$ cat config.mk
export PLATFORM = sky130hd
export DESIGN_NAME = meti_core
export DESIGN_NICKNAME = d
export VERILOG_FILES = /design/src/core/meti_core.v
export VERILOG_INCLUDE_DIRS = /design/src /design/src/core
export SDC_FILE = /design/constraint.sdc
export NUM_CORES = 1
export LEC_CHECK = 0
export BUFFER_PORTS_ARGS = -buffer_cell sky130_fd_sc_hd__buf_2
export CORE_ASPECT_RATIO = 1.1
export CORE_MARGIN = 4
export CORE_UTILIZATION = 25
export CTS_CLUSTER_DIAMETER = 200
export DETAILED_ROUTE_END_ITERATION = 8
export GPL_TIMING_DRIVEN = 0
export PLACE_DENSITY = 0.51
export REMOVE_ABC_BUFFERS = 1
export SYNTH_ARGS = -nofsm -noshare
export SYNTH_HDL_FRONTEND = slang
export SYNTH_SLANG_ARGS = --single-unit
export TNS_END_PERCENT = 10
$ cat constraint.sdc
create_clock -name core_clk_i -period 3.4 [get_ports core_clk_i]
set_clock_uncertainty 0.1 [all_clocks]
set_input_delay 0.51 -clock core_clk_i [delete_from_list [all_inputs] [get_ports core_clk_i]]
set_output_delay 0.51 -clock core_clk_i [all_outputs]
set_load 0.03 [all_outputs]
$ cat src/core/meti_defs.vh
// Purpose: Constants for the motion generator two and tap event block
// Assumes: Included by meti_core.v only
// Notes: Offsets are the byte addresses of the serial register port
`ifndef METI_DEFS_VH
`define METI_DEFS_VH

`define METI_ADDR_CFG2 8'h34
`define METI_ADDR_SRC2 8'h35
`define METI_ADDR_THS2 8'h36
`define METI_ADDR_DUR2 8'h37
`define METI_ADDR_TCFG 8'h38
`define METI_ADDR_TSRC 8'h39
`define METI_ADDR_TTYX 8'h3b
`define METI_ADDR_TTZ 8'h3c

`define METI_RST_CFG2 8'h00
`define METI_RST_THS2 8'h00
`define METI_RST_DUR2 8'h00
`define METI_RST_TCFG 7'h00
`define METI_RST_TTYX 8'h00
`define METI_RST_TTZ 4'h0

// Field positions
`define METI_CFG_COMBINE 7
`define METI_CFG_LATCH 6
`define METI_THS_MODE 7
`define METI_TCFG_LATCH 6
`define METI_SRC_ACTIVE 6

// Duration step per sample, in microseconds, and sample rate, in hertz, for each rate
`define METI_STEP_400HZ_US 2500
`define METI_STEP_100HZ_US 10000
`define METI_RATE_400HZ_HZ 400
`define METI_RATE_100HZ_HZ 100
// Tap threshold step in milli-g
`define METI_TAP_STEP_MG 500

`endif

$ cat src/core/meti_core.v
// Purpose: Motion generator two (threshold, duration, latch) and tap event
//          capture with their registers on the serial register port.
// Assumes: Register strobes and sample inputs are synchronous to core_clk_i.
//          sample_valid_i pulses once per output sample; tap_event_i comes
//          from the tap recogniser and is read on that same pulse.
// Notes: One duration count is one output sample period.
// Operation
// Read-only generator two source register
// Axis flags set on event, reset zero
// Source read clears flags and interrupt
// Seven-bit motion threshold, resets zero
// Threshold MSB selects counter reset/decrement
// Eight-bit duration, event must persist
// 400 Hz: 2.5 ms per count
// 100 Hz: 10 ms per count
// Latched and event: counter holds
// Tap latch bit, read refreshes source; the code clears the tap source on a read
// Six tap enables, Z to X
// Per axis double/single enables select output
// Tap source: active plus six flags
// Y and X tap thresholds share register
// Z tap threshold in low nibble
// Tap threshold 0.5 g per code
// Generator two latch bit
// Combine enabled events by OR/AND
// High above, low below threshold enables
// Unlatched flags follow each new sample
// Unused bits read zero, ignore writes
`timescale 1ns/100ps
`include "meti_defs.vh"

module meti_core (
   input wire core_clk_i,               // 200 MHz core clock
   input wire rstn_i,                   // Asynchronous reset, active low
   input wire ce_i,                     // Clock enable, freezes state when low
   input wire [7:0] reg_addr_i,         // Register address
   input wire reg_wr_i,                 // Write strobe, one cycle
   input wire reg_rd_i,                 // Read strobe, one cycle
   input wire [7:0] reg_wdata_i,        // Write data
   output wire [7:0] reg_rdata_o,       // Read data, valid cycle after strobe
   input wire output_sample_rate_i,     // 1 = 400 Hz, 0 = 100 Hz
   input wire sample_valid_i,           // New acceleration sample pulse
   input wire [7:0] accel_x_i,          // X sample, two's complement
   input wire [7:0] accel_y_i,          // Y sample, two's complement
   input wire [7:0] accel_z_i,          // Z sample, two's complement
   input wire [5:0] tap_event_i,        // dZ sZ dY sY dX sX tap detections
   output wire motion_gen2_irq_o,       // Generator two interrupt, level
   output wire tap_irq_o,               // Tap interrupt, level
   output wire [12:0] x_tap_level_mg_o, // X tap threshold in milli-g
   output wire [12:0] y_tap_level_mg_o, // Y tap threshold in milli-g
   output wire [12:0] z_tap_level_mg_o, // Z tap threshold in milli-g
   output wire [15:0] step_time_us_o    // Duration step in microseconds
);

   reg rst_meta_ff;
   reg rst_sync_ff;
   reg [7:0] cfg2_ff;
   reg [6:0] src2_ff;
   reg [7:0] ths2_ff;
   reg [7:0] dur2_ff;
   reg [7:0] cnt_ff;
   reg [6:0] tcfg_ff;
   reg [6:0] tsrc_ff;
   reg [7:0] ttyx_ff;
   reg [3:0] ttz_ff;
   reg [7:0] rdata_ff;
   reg [12:0] xmg_ff;
   reg [12:0] ymg_ff;
   reg [12:0] zmg_ff;
   reg [15:0] step_ff;
   reg [7:0] nxt_cnt;
   reg [6:0] nxt_src2;
   reg [6:0] nxt_tsrc;
   reg [7:0] nxt_rdata;

   wire rst_n = rst_sync_ff;

   // Magnitude of a two's complement sample; -128 saturates to 127
   function [6:0] mag7;
      input [7:0] s;
      reg [7:0] a;
      begin
         a = s[7] ? (~s + 8'h01) : s;
         mag7 = a[7] ? 7'h7f : a[6:0];
      end
   endfunction

   // Tap threshold code to milli-g
   function [12:0] tap_mg;
      input [3:0] code;
      reg [31:0] prod;
      begin
         prod = code * `METI_TAP_STEP_MG;
         // Largest code gives 7500, so the upper bits are always zero
         tap_mg = prod[12:0];
      end
   endfunction

   always @(posedge core_clk_i or negedge rstn_i)
   begin
      if (!rstn_i)
      begin
         rst_meta_ff <= 1'b0;
         rst_sync_ff <= 1'b0;
      end
      else
      begin
         rst_meta_ff <= 1'b1;
         rst_sync_ff <= rst_meta_ff;
      end
   end

   wire [6:0] ths = ths2_ff[6:0];
   wire [6:0] mx = mag7(accel_x_i);
   wire [6:0] my = mag7(accel_y_i);
   wire [6:0] mz = mag7(accel_z_i);
   // Raw conditions in source layout: zh zl yh yl xh xl
   wire [5:0] raw = {mz > ths, mz < ths, my > ths, my < ths, mx > ths, mx < ths};
   wire [5:0] en2 = cfg2_ff[5:0];
   wire [5:0] hit2 = raw & en2;
   wire comb = cfg2_ff[`METI_CFG_COMBINE];
   // AND needs every enabled event; with nothing enabled nothing fires
   wire cond = comb ? ((&(hit2 | ~en2)) & (|en2)) : (|hit2);
   wire latch2 = cfg2_ff[`METI_CFG_LATCH];
   wire hold2 = latch2 & src2_ff[`METI_SRC_ACTIVE];
   wire fire = cond & (nxt_cnt >= dur2_ff);

   wire rd_src2 = reg_rd_i & (reg_addr_i == `METI_ADDR_SRC2);
   wire rd_tsrc = reg_rd_i & (reg_addr_i == `METI_ADDR_TSRC);
   wire [5:0] tap_hit = tap_event_i & tcfg_ff[5:0];

   always @*
   begin
      nxt_cnt = cnt_ff;
      if (sample_valid_i)
      begin
         if (cond)
         begin
            if (!(hold2) && cnt_ff != 8'hff)
               nxt_cnt = cnt_ff + 8'h01;
         end
         else if (ths2_ff[`METI_THS_MODE])
            nxt_cnt = (cnt_ff != 8'h00) ? cnt_ff - 8'h01 : 8'h00;
         else
            nxt_cnt = 8'h00;
      end
   end

   always @*
   begin
      nxt_src2 = src2_ff;
      if (rd_src2)
         nxt_src2 = 7'h00;
      if (sample_valid_i)
      begin
         if (latch2)
         begin
            // A new event wins over a read in the same cycle
            if (fire)
               nxt_src2 = nxt_src2 | {1'b1, hit2};
         end
         else
            // Axis flags track every sample; only the active bit waits for the duration
            nxt_src2 = {fire, hit2};
      end
   end

   always @*
   begin
      nxt_tsrc = tsrc_ff;
      if (rd_tsrc)
         nxt_tsrc = 7'h00;
      if (sample_valid_i)
      begin
         if (tcfg_ff[`METI_TCFG_LATCH])
            nxt_tsrc = nxt_tsrc | {|tap_hit, tap_hit};
         else
            nxt_tsrc = {|tap_hit, tap_hit};
      end
   end

   always @*
   begin
      case (reg_addr_i)
         `METI_ADDR_CFG2: nxt_rdata = cfg2_ff;
         `METI_ADDR_SRC2: nxt_rdata = {1'b0, src2_ff};
         `METI_ADDR_THS2: nxt_rdata = ths2_ff;
         `METI_ADDR_DUR2: nxt_rdata = dur2_ff;
         `METI_ADDR_TCFG: nxt_rdata = {1'b0, tcfg_ff};
         `METI_ADDR_TSRC: nxt_rdata = {1'b0, tsrc_ff};
         `METI_ADDR_TTYX: nxt_rdata = ttyx_ff;
         `METI_ADDR_TTZ: nxt_rdata = {4'h0, ttz_ff};
         default: nxt_rdata = 8'h00;
      endcase
   end

   always @(posedge core_clk_i or negedge rst_n)
   begin
      if (!rst_n)
      begin
         cfg2_ff <= `METI_RST_CFG2;
         src2_ff <= 7'h00;
         ths2_ff <= `METI_RST_THS2;
         dur2_ff <= `METI_RST_DUR2;
         cnt_ff <= 8'h00;
         tcfg_ff <= `METI_RST_TCFG;
         tsrc_ff <= 7'h00;
         ttyx_ff <= `METI_RST_TTYX;
         ttz_ff <= `METI_RST_TTZ;
         rdata_ff <= 8'h00;
         xmg_ff <= 13'h0000;
         ymg_ff <= 13'h0000;
         zmg_ff <= 13'h0000;
         step_ff <= 16'h0000;
      end
      else if (ce_i)
      begin
         cnt_ff <= nxt_cnt;
         src2_ff <= nxt_src2;
         tsrc_ff <= nxt_tsrc;
         if (reg_rd_i)
            rdata_ff <= nxt_rdata;
         if (reg_wr_i)
         begin
            case (reg_addr_i)
               `METI_ADDR_CFG2: cfg2_ff <= reg_wdata_i;
               `METI_ADDR_THS2: ths2_ff <= reg_wdata_i;
               `METI_ADDR_DUR2: dur2_ff <= reg_wdata_i;
               `METI_ADDR_TCFG: tcfg_ff <= reg_wdata_i[6:0];
               `METI_ADDR_TTYX: ttyx_ff <= reg_wdata_i;
               `METI_ADDR_TTZ: ttz_ff <= reg_wdata_i[3:0];
               default: ;
            endcase
         end
         xmg_ff <= tap_mg(ttyx_ff[3:0]);
         ymg_ff <= tap_mg(ttyx_ff[7:4]);
         zmg_ff <= tap_mg(ttz_ff);
         // Count length follows the sample period, so only the step changes
         step_ff <= output_sample_rate_i ? 16'd`METI_STEP_400HZ_US
                                         : 16'd`METI_STEP_100HZ_US;
      end
   end

   assign reg_rdata_o = rdata_ff;
   assign motion_gen2_irq_o = src2_ff[`METI_SRC_ACTIVE];
   assign tap_irq_o = tsrc_ff[`METI_SRC_ACTIVE];
   assign x_tap_level_mg_o = xmg_ff;
   assign y_tap_level_mg_o = ymg_ff;
   assign z_tap_level_mg_o = zmg_ff;
   assign step_time_us_o = step_ff;

endmodule

* Word-level counts from Yosys, hierarchy flattened *
Cells that the tools add are included.

storage, ports and cells
  RAM bits = 0
  memories kept = 0
  bits in registers = 124
  bits in latches = 0
  input port bits = 53
  ROM bits = 0
  output and inout port bits = 65

cells by class
  equal/unequal tests = 9
  multiplexer cells = 21
  multipliers = 3
  divide/modulo/power cells = 0
  $lt $le $gt $ge = 7
  bitwise operators = 14
  reductions and logical operators = 14
  shifts and indexed selects = 0
  $add $sub $neg = 5

operators by type and width
  kind                  number
  $mux 7                10
  $eq 8x6->1 const B    8
  $mux 8                8
  $pmux 8 s8            1
  $mul 4x7->11 const B  3
  $add 8x1->8 const B   4
  $not 8->8             3
  $gt 7x7->1            3
  $lt 7x7->1            3
  $reduce_and 3->1      6
  $reduce_or 6->1       3
  $mux 14               1
  $or 7x7->7            2
  $and 6x6->6           2
  $ge 8x8->1            1
  $ne 8x8->1 const B    1
  $reduce_bool 8->1     1
  $sub 8x1->8 const B   1
  $not 6->6             1
  $or 6x6->6            1
  $reduce_and 6->1      1
  $and 1x1->1           5
  $reduce_and 2->1      1
  $logic_and 1x1->1     1
  2 further kinds       2

* Depth between registers and ports, before layout *
Gate-level depths: netlist of run 1.

  depth in word-level cells = 17
  gate-level depth with buffers = 26

* Least setup slack after synthesis of run 1 *
No wires, ideal clock.

  path type = in2reg
  start = in accel_x_i[1]
  end = reg src2_ff[0]
  data required time = 3.170 ns
  setup slack = -1.722 ns
  arrival time = 4.892 ns
  stages = 24
  setup time = 0.130 ns
  cell sequence = inv_1 > nand2_1 > nor4_1 > nand3_1 > nand2_1 > ha_1 > a211oi_2 > nor2_1 > o31a_1 > a2111o_1 > o21ai_2 > nand2_1 > clkbuf_1 > a21o_1 > a22oi_1 > ha_1 > nand2b_1 > a21o_1 > a21o_1 > a21o_1 > a21o_1 > a21oi_1 > o21a_1 > o21ai_0

on the way
  cells in the longest elaborated chain, start to end = 17
  elaborated cells between the ends (all ways) = 20
  classes of those cells = add/sub: 1; order compare: 3; mux: 8; bitwise: 6; reduce/logical: 2

ends and longest elaborated chain
  what                                      RTL line         RTL
  start, declared                           meti_core.v:43   input wire [7:0] accel_x_i,
  $not 8->8                                 meti_core.v:83   a = s[7] ? (~s + 8'h01) : s;
  $add 8x1->8                               meti_core.v:83
  $mux 8 (*)                                meti_core.v:83
  $mux 7 (*)                                meti_core.v:84   mag7 = a[7] ? 7'h7f : a[6:0];
  $lt 7x7->1 or $gt 7x7->1 (tied branches)  meti_core.v:118  wire [5:0] raw = {mz > ths, mz < ths, my > ths, my < ths, mx > ths, mx < ths};
  $and 6x6->6 (*)                           meti_core.v:120  wire [5:0] hit2 = raw & en2;
  $or 6x6->6                                meti_core.v:123  wire cond = comb ? ((&(hit2 | ~en2)) & (|en2)) : (|hit2);
  $reduce_and 6->1                          meti_core.v:123
  $and 1x1->1                               meti_core.v:123
  $mux 1                                    meti_core.v:123
  $mux 8                                    meti_core.v:137  if (cond)
  $mux 8                                    meti_core.v:135  if (sample_valid_i)
  $ge 8x8->1                                meti_core.v:126  wire fire = cond & (nxt_cnt >= dur2_ff);
  $and 1x1->1                               meti_core.v:126
  $mux 7                                    meti_core.v:159  if (fire)
  $mux 7 (*)                                meti_core.v:156  if (latch2)
  $mux 7 (*)                                meti_core.v:154  if (sample_valid_i)
  end signal, assigned                      meti_core.v:219  src2_ff <= nxt_src2;
  end, declared                             meti_core.v:58   reg [6:0] src2_ff;

Every way passes the cells marked *; elsewhere a longest branch is shown, timed or not.
A chain may end at the register's enable or synchronous reset.

* Final worst setup path of run 1 *
  start = in accel_x_i[1]
  end = reg src2_ff[4]

on the way
  cells in the longest elaborated chain, start to end = 17
  elaborated cells between the ends (all ways) = 19
  classes of those cells = add/sub: 1; order compare: 3; mux: 8; bitwise: 5; reduce/logical: 2

ends and longest elaborated chain
  what                                      RTL line
  $not 8->8                                 meti_core.v:83
  $add 8x1->8                               meti_core.v:83
  $mux 8 (*)                                meti_core.v:83
  $mux 7 (*)                                meti_core.v:84
  $lt 7x7->1 or $gt 7x7->1 (tied branches)  meti_core.v:118
  $and 6x6->6 (*)                           meti_core.v:120
  $or 6x6->6                                meti_core.v:123
  $reduce_and 6->1                          meti_core.v:123
  $and 1x1->1                               meti_core.v:123
  $mux 1 (*)                                meti_core.v:123
  $mux 8                                    meti_core.v:137
  $mux 8                                    meti_core.v:135
  $ge 8x8->1                                meti_core.v:126
  $and 1x1->1 (*)                           meti_core.v:126
  $mux 7 (*)                                meti_core.v:159
  $mux 7 (*)                                meti_core.v:156
  $mux 7 (*)                                meti_core.v:154

Marks and branches as above.

==> out/results.txt, run 1 <==
Leakage power: 4.620 nW
Vias in the first global route: 6362
DRT iter0 DRCs: 398
Slew @ Worst Pin: 1.124 ns
Worst hold path stage count: 2
Clk pwr share: 0.300
Setup_tns: -9.854 ns
Top post-synthesis cells by area: dfrtp_1, ha_1, mux2_2
Setup crit start kind: input pin
Yosys top cell area share: 0.3388
Top_reg_cell synth: dfrtp_1
Nets: 1099
HPWL after DPL: 16620 um
WP data arrival: 4.85 ns
Share of cells above drive strength 1: 0.2862
Post-synthesis async set-or-reset flop share: 1.000
Delay-heaviest family, CP: compound AO/OA/AOI/OAI gates
R2R depth: 19
Die area: 0.03576 sq mm
Sw power: 1.326 mW
Die height: 197.9 um
Outcome: finished, violations left
Final WS setup: -1.319 ns
Row count: 69
Netlist Area Pre-Place: 0.008198 sq mm
Slowest cell on crit path: a2111o_1
First-pass GRT wire length: 35080 um
Slew Viols, Final: 0
Max cap viols: 0
Remaining antenna violation count: 0
Max incr delay on CP: 0.41 ns
DRC viols: 0
Total wire length: 21960 um
Net Sw Frac: 0.3478
Register area share after synthesis: 0.3388
Grt ovf: 0
Number of fill cells: 3419
RSZ-0062 raised after global routing: true
Clock Latency Late Sink: 0.37 ns
Internal power: 2.486 mW
Rel. slew slack: 0.2509
# IOs: 118
Clock Sinks: 111
Critical path capture point type: register
Count of buffer and inverter cells on the critical path: 3
Initial core utilization: 0.2532
Register area: 0.002793 sq mm
Maximum clock frequency: 211.9 MHz
Mapped Cells: 844
Placed Area: 0.009082 sq mm
Max VDD drop: 239.8 uV
Num CTS Buffers: 9
H-Tree Depth: 3
Critical Path Stages: 26
Drt pass-1 iters: 4
Root Driver: clkbuf_16
Crit path time final: 4.719 ns
Die width: 180.7 um
Multi-input combinational cell area: 0.005179 sq mm
Power Density: 386.4 mW/mm^2
DP Cell Count: 1340
N_diodes: 0
CORE AREA: 0.03237 sq mm
Placer Congestion: 0.7887
Final hold vios: 0
CP dominant cell by count: a21o_1
Initial antenna violation count: 0
Via count: 6471
Average wire per standard cell: 15.91 um
Seq pwr share: 0.400
Vias/cell: 4.689
Yosys top cell by area: dfrtp_1
CP required: 3.53 ns
Combinational Power Share: 0.300
Total GRT Usage: 0.1221
#FFs+latches synth: 111
Largest net degree at the start of global routing: 57
Worst-path fanout max: 7
Max clock buf depth: 2
Mean post-synth cell area: 9.713 sq um
Final Power: 3.812 mW
Final period util: 1.388
Cell area after layout: 0.009864 sq mm
Yosys warnings: 0
EDFF count, synth: 0
Finished Layout Cells: 1380
IO buf count: 104
HP Class: input pin to register
CTS tree: built
Setup-failing EPs final: 13
Layout area overhead: 20.33%
Failing checks: setup timing
Netlist cell types: 71
Clock Pin Slew Worst Setup and Hold Paths: 0.08 ns
Setup CP Type: input pin to register
==> logic make-up after synthesis <==
logic type               Yosys count  synth area share
AND/OR/NAND/NOR                  206            0.1219
AO/OA/AOI/OAI                    204            0.1650
buffers and inverters            120           0.06395
flip-flops                       111            0.3388
adder cells (fa/ha/maj)           97            0.1673
multiplexers                      77            0.1132
XOR/XNOR                          27           0.02885
other                              2         0.0009161
==> worst reg2reg max path: stages (launching register included) <==
cell and delay [ns]:
dfrtp_1 0.39, inv_1 0.19, ha_1 0.30, a21oi_1 0.22, a21oi_2 0.11, o31a_1 0.31
a2111o_1 0.41, o21a_4 0.25, nor3_4 0.23, a21o_1 0.14, a22oi_2 0.07, ha_1 0.28
nand2b_4 0.13, a21o_1 0.17, a21o_1 0.15, a21o_1 0.16, a21o_1 0.16, a21oi_2 0.14
o21a_4 0.20, o41ai_2 0.07
==> final timing paths <==
kind | start | slack, ns | to
min in group asynchronous | rst_n$_DFF_PN0_ | 0.31 | z_tap_level_mg_o[7]$_DFFE_PN0P_
max | accel_x_i[1] | -1.32 | src2_ff[4]$_DFFE_PN0P_
min reg2reg | rst_meta_ff$_DFF_PN0_ | 0.26 | rst_n$_DFF_PN0_
max reg2reg | ths2_ff[2]$_DFFE_PN0P_ | -0.91 | src2_ff[4]$_DFFE_PN0P_
max in group asynchronous | rst_n$_DFF_PN0_ | 2.13 | ths2_ff[0]$_DFFE_PN0P_
min | output_sample_rate_i | 0.23 | step_time_us_o[10]$_DFFE_PN0P_
==> state kept, by name (all words and copies together) (netlist names) <==
| name | count |
|---|---|
| rst_n | 1 |
| cfg2_ff | 8 |
| ths2_ff | 8 |
| z_tap_level_mg_o | 11 |
| tsrc_ff | 7 |
| cnt_ff | 8 |
| ttz_ff | 4 |
| reg_rdata_o | 8 |
| ttyx_ff | 8 |
| step_time_us_o | 3 |
| src2_ff | 7 |
| y_tap_level_mg_o | 11 |
| rst_meta_ff | 1 |
| tcfg_ff | 7 |
| dur2_ff | 8 |
| x_tap_level_mg_o | 11 |
==> metrics by stage <==
| stage | hold WS, ns | setup slack (ns) | utilization |
|---|---|---|---|
| 5_1_grt | 0.2228 | -1.560 | 0.3047 |
| 2_1_floorplan | 0.1144 | -1.703 | - |
| 6_report | 0.2293 | -1.319 | 0.3047 |
| 3_5_place_dp | 0.2010 | -2.750 | 0.2805 |
| 4_1_cts | 0.2146 | -1.332 | 0.2979 |
| 3_3_place_gp | 0.1963 | -2.733 | 0.2794 |
==> layout by cell type (no fill, tap or decap), drive strengths merged, types with 4 or more instances in the layout <==
cell type / count
a211o: 4
a21o: 8
a21oi: 43
a221o: 5
a22o: 6
a22oi: 10
a31oi: 7
a32o: 6
and2: 4
and3: 6
and4: 4
buf: 128
clkbuf: 10
conb: 14
dfrtp: 111
fa: 21
ha: 76
inv: 74
mux2: 56
mux2i: 14
mux4: 7
nand2: 79
nand3: 19
nand3b: 4
nand4: 9
nor2: 44
nor2b: 5
nor3: 8
nor3b: 4
nor4: 5
o211ai: 4
o21a: 4
o21ai: 70
o21bai: 4
o22ai: 6
or3: 7
xnor2: 15
xor2: 12
==> power by group through the flow <==
stage / sequential, mW / combinational, mW / clock (mW)
floorplan: 1.74 / 0.556 / 0
global placement: 1.56 / 1.06 / 0
detailed placement: 1.55 / 1.09 / 0
CTS: 1.53 / 1.13 / 1.19
global route: 1.55 / 1.28 / 1.24
finish: 1.52 / 1.14 / 1.14
==> layer usage <==
metal,vias up,track usage,wire [um]
met2,140,0.2037,10490
met1,3130,0.1653,10330
met4,0,0.02913,259
li1,3187,-,-
met3,14,0.02241,873
met5,-,0,0
==> repair_timing <==
action | CTS | global route
setup buffers | 15 | 9
resized for setup | 47 | 34
pin swaps | 17 | 28
hold endpoints to repair | 2 | 0
setup endpoints to repair | 20 | 21
hold buffers | 1 | 0
==> cell usage after synthesis, drive strengths merged (7+ instances only) <==
| master | instances |
|---|---|
| xnor2 | 15 |
| or3 | 7 |
| buf | 22 |
| ha | 76 |
| o21ai | 70 |
| xor2 | 12 |
| fa | 21 |
| nor3 | 8 |
| a22oi | 10 |
| clkbuf | 25 |
| nand2 | 79 |
| nor2 | 44 |
| inv | 72 |
| mux2i | 14 |
| a21oi | 43 |
| mux2 | 56 |
| mux4 | 7 |
| a31oi | 7 |
| nand3 | 19 |
| dfrtp | 111 |
| a21o | 8 |
| nand4 | 9 |
==> layout make-up <==
cell class | count | area share
Tap cell | 426 | 0.05403
Clock inverter | 6 | 0.007737
Timing Repair Buffer | 129 | 0.07686
Multi-Input combinational cell | 625 | 0.5250
Sequential cell | 111 | 0.2831
Clock buffer | 10 | 0.02423
Inverter | 73 | 0.02905
Note: power is estimated with default switching activity, not from simulation.
==> run 2: changes to the inputs <==
- PLACE_DENSITY: 0.51 -> not set
==> run 2 against run 1 <==
The run still ends with setup timing left. Total power fell by 0.20%. Fmax fell by 3.4%. Final cell count rose by 0.22%. Final area barely moved. Via count rose by 2.4%. Global-route usage fell by 0.40 points. Routed wire length fell by 1.5%. Critical path type unchanged. Highest routed layer unchanged.
==> out/results.txt, run 2 (same netlist as run 1, synthesis figures left out) <==
Outcome: finished, violations left
Failing checks: setup timing
Register area: 0.002793 sq mm
Clock Sinks: 111
# IOs: 118
Share of cells above drive strength 1: 0.2884
Clock Latency Late Sink: 0.35 ns
Largest net degree at the start of global routing: 68
HPWL after DPL: 16340 um
Total wire length: 21620 um
Most frequent cells in the layout: buf_2, dfrtp_1, nand2_1
Worst-path fanout max: 7
Initial antenna violation count: 0
DRC viols: 0
Maximum clock frequency: 204.7 MHz
Slew @ Worst Pin: 1.097 ns
Clock Pin Slew Worst Setup and Hold Paths: 0.07 ns
Critical path capture point type: register
Row count: 69
Die height: 197.9 um
Final hold vios: 0
HP Class: register to async pin
CTS tree: built
Max clock buf depth: 2
Crit path time final: 4.885 ns
Nets: 1102
Setup CP Type: input pin to register
Post-layout util: 0.3049
Initial core utilization: 0.2532
R2R Setup Slk: -0.96 ns
Num CTS Buffers: 9
Die area: 0.03576 sq mm
Setup-failing EPs final: 16
N_diodes: 0
Hold_ws: 0.2448 ns
R2R Path End: src2_ff[4]$_DFFE_PN0P_
WP data arrival: 5.00 ns
CP required: 3.51 ns
IO buf count: 104
Final WS setup: -1.485 ns
Total GRT Usage: 0.1181
Slew Viols, Final: 0
RSZ-0062 raised after global routing: true
Commonest non-fill, non-tap cell in the layout: buf_2
Placer Congestion: 0.8394
Grt ovf: 0
Die width: 180.7 um
Critical R2R Launch: ths2_ff[2]$_DFFE_PN0P_
Layout area overhead: 20.42%
Via count: 6624
Multi-input combinational cell area: 0.005170 sq mm
H-Tree Depth: 3
Final period util: 1.437
Setup crit start kind: input pin
DRT iter0 DRCs: 332
CORE AREA: 0.03237 sq mm
Average wire per standard cell: 15.63 um
Vias in the first global route: 6428
Leakage power: 4.638 nW
Remaining antenna violation count: 0
R2R depth: 18
Rel. slew slack: 0.2687
Power Density: 385.3 mW/mm^2
Vias/cell: 4.790
Number of fill cells: 3363
First-pass GRT wire length: 34420 um
Max cap viols: 0
Max VDD drop: 215.7 uV
Drt pass-1 iters: 5
Root Driver: clkbuf_16
run 2: metal layers:
| layer | vias to the layer above | GRT usage | part of all wire |
|---|---|---|---|
| li1 | 3197 | - | - |
| met1 | 3248 | 0.1576 | 0.46 |
| met2 | 160 | 0.2007 | 0.48 |
| met3 | 19 | 0.02076 | 0.045 |
| met4 | 0 | 0.02801 | 0.014 |
| met5 | - | 0 | 0 |
run 2: worst max path at each step:
stage / slack [ns] / startpoint / endpoint
after global placement: -2.67 / accel_x_i[1] / src2_ff[5]$_DFFE_PN0P_
after floorplan: -1.70 / accel_x_i[1] / src2_ff[0]$_DFFE_PN0P_
after detailed placement: -2.80 / accel_x_i[1] / src2_ff[5]$_DFFE_PN0P_
final: -1.49 / accel_x_i[1] / src2_ff[4]$_DFFE_PN0P_
after global routing: -1.69 / accel_x_i[1] / src2_ff[4]$_DFFE_PN0P_
after CTS: -1.46 / accel_z_i[0] / src2_ff[4]$_DFFE_PN0P_
run 2: power by group:
| part | internal (mW) | total (mW) | switching [mW] | leakage [nW] |
|---|---|---|---|---|
| combinational | 0.446 | 1.15 | 0.701 | 3.12 |
| clock | 0.639 | 1.14 | 0.498 | 0.157 |
| sequential | 1.43 | 1.52 | 0.0858 | 1.36 |
| total | 2.52 | 3.80 | 1.28 | 4.64 |
run 2: timing repair:
action	CTS	global route
hold buffers	1	0
setup endpoints to repair	21	21
pin swaps	11	37
resized for setup	40	38
buffers inserted	16	13
hold endpoints to repair	2	0
run 2: layout make-up:
class,instances,share of cell area
inverters,73,0.02852
well taps,426,0.05399
multi-input cells,625,0.5237
clock inverters,3,0.004816
flip-flops and latches,111,0.2829
repair buffers,132,0.07871
clock buffers,13,0.02738
run 2: critical path, stage by stage:
cell      delay (ns)
buf_8           0.10
inv_6           0.05
nand2_4         0.05
nor4_4          0.38
buf_4           0.18
o21ai_2         0.06
o21ai_2         0.20
ha_1            0.27
nand4_1         0.17
a21oi_2         0.07
o31a_1          0.32
a2111o_1        0.40
o21a_4          0.24
nor2_4          0.09
o21ai_1         0.10
a221o_1         0.39
ha_1            0.31
a21o_1          0.18
a21o_1          0.15
a21o_1          0.15
a21o_1          0.14
a21oi_1         0.11
o21a_2          0.25
o41ai_2         0.11
run 2: stage by stage:
stage | setup WS [ns] | power [mW] | cells | setup TNS, ns | area [sq um]
final | -1.485 | 3.804 | 1383 | -12.17 | 9872
after global routing | -1.691 | 4.029 | 1383 | -15.78 | 9872
after CTS | -1.463 | 3.818 | 1372 | -11.82 | 9629
after detailed placement | -2.801 | 2.641 | 1340 | -28.37 | 9082
after global placement | -2.667 | 2.616 | 1339 | -185.84 | 9046
after floorplan | -1.703 | 2.297 | 809 | -16.20 | 7993
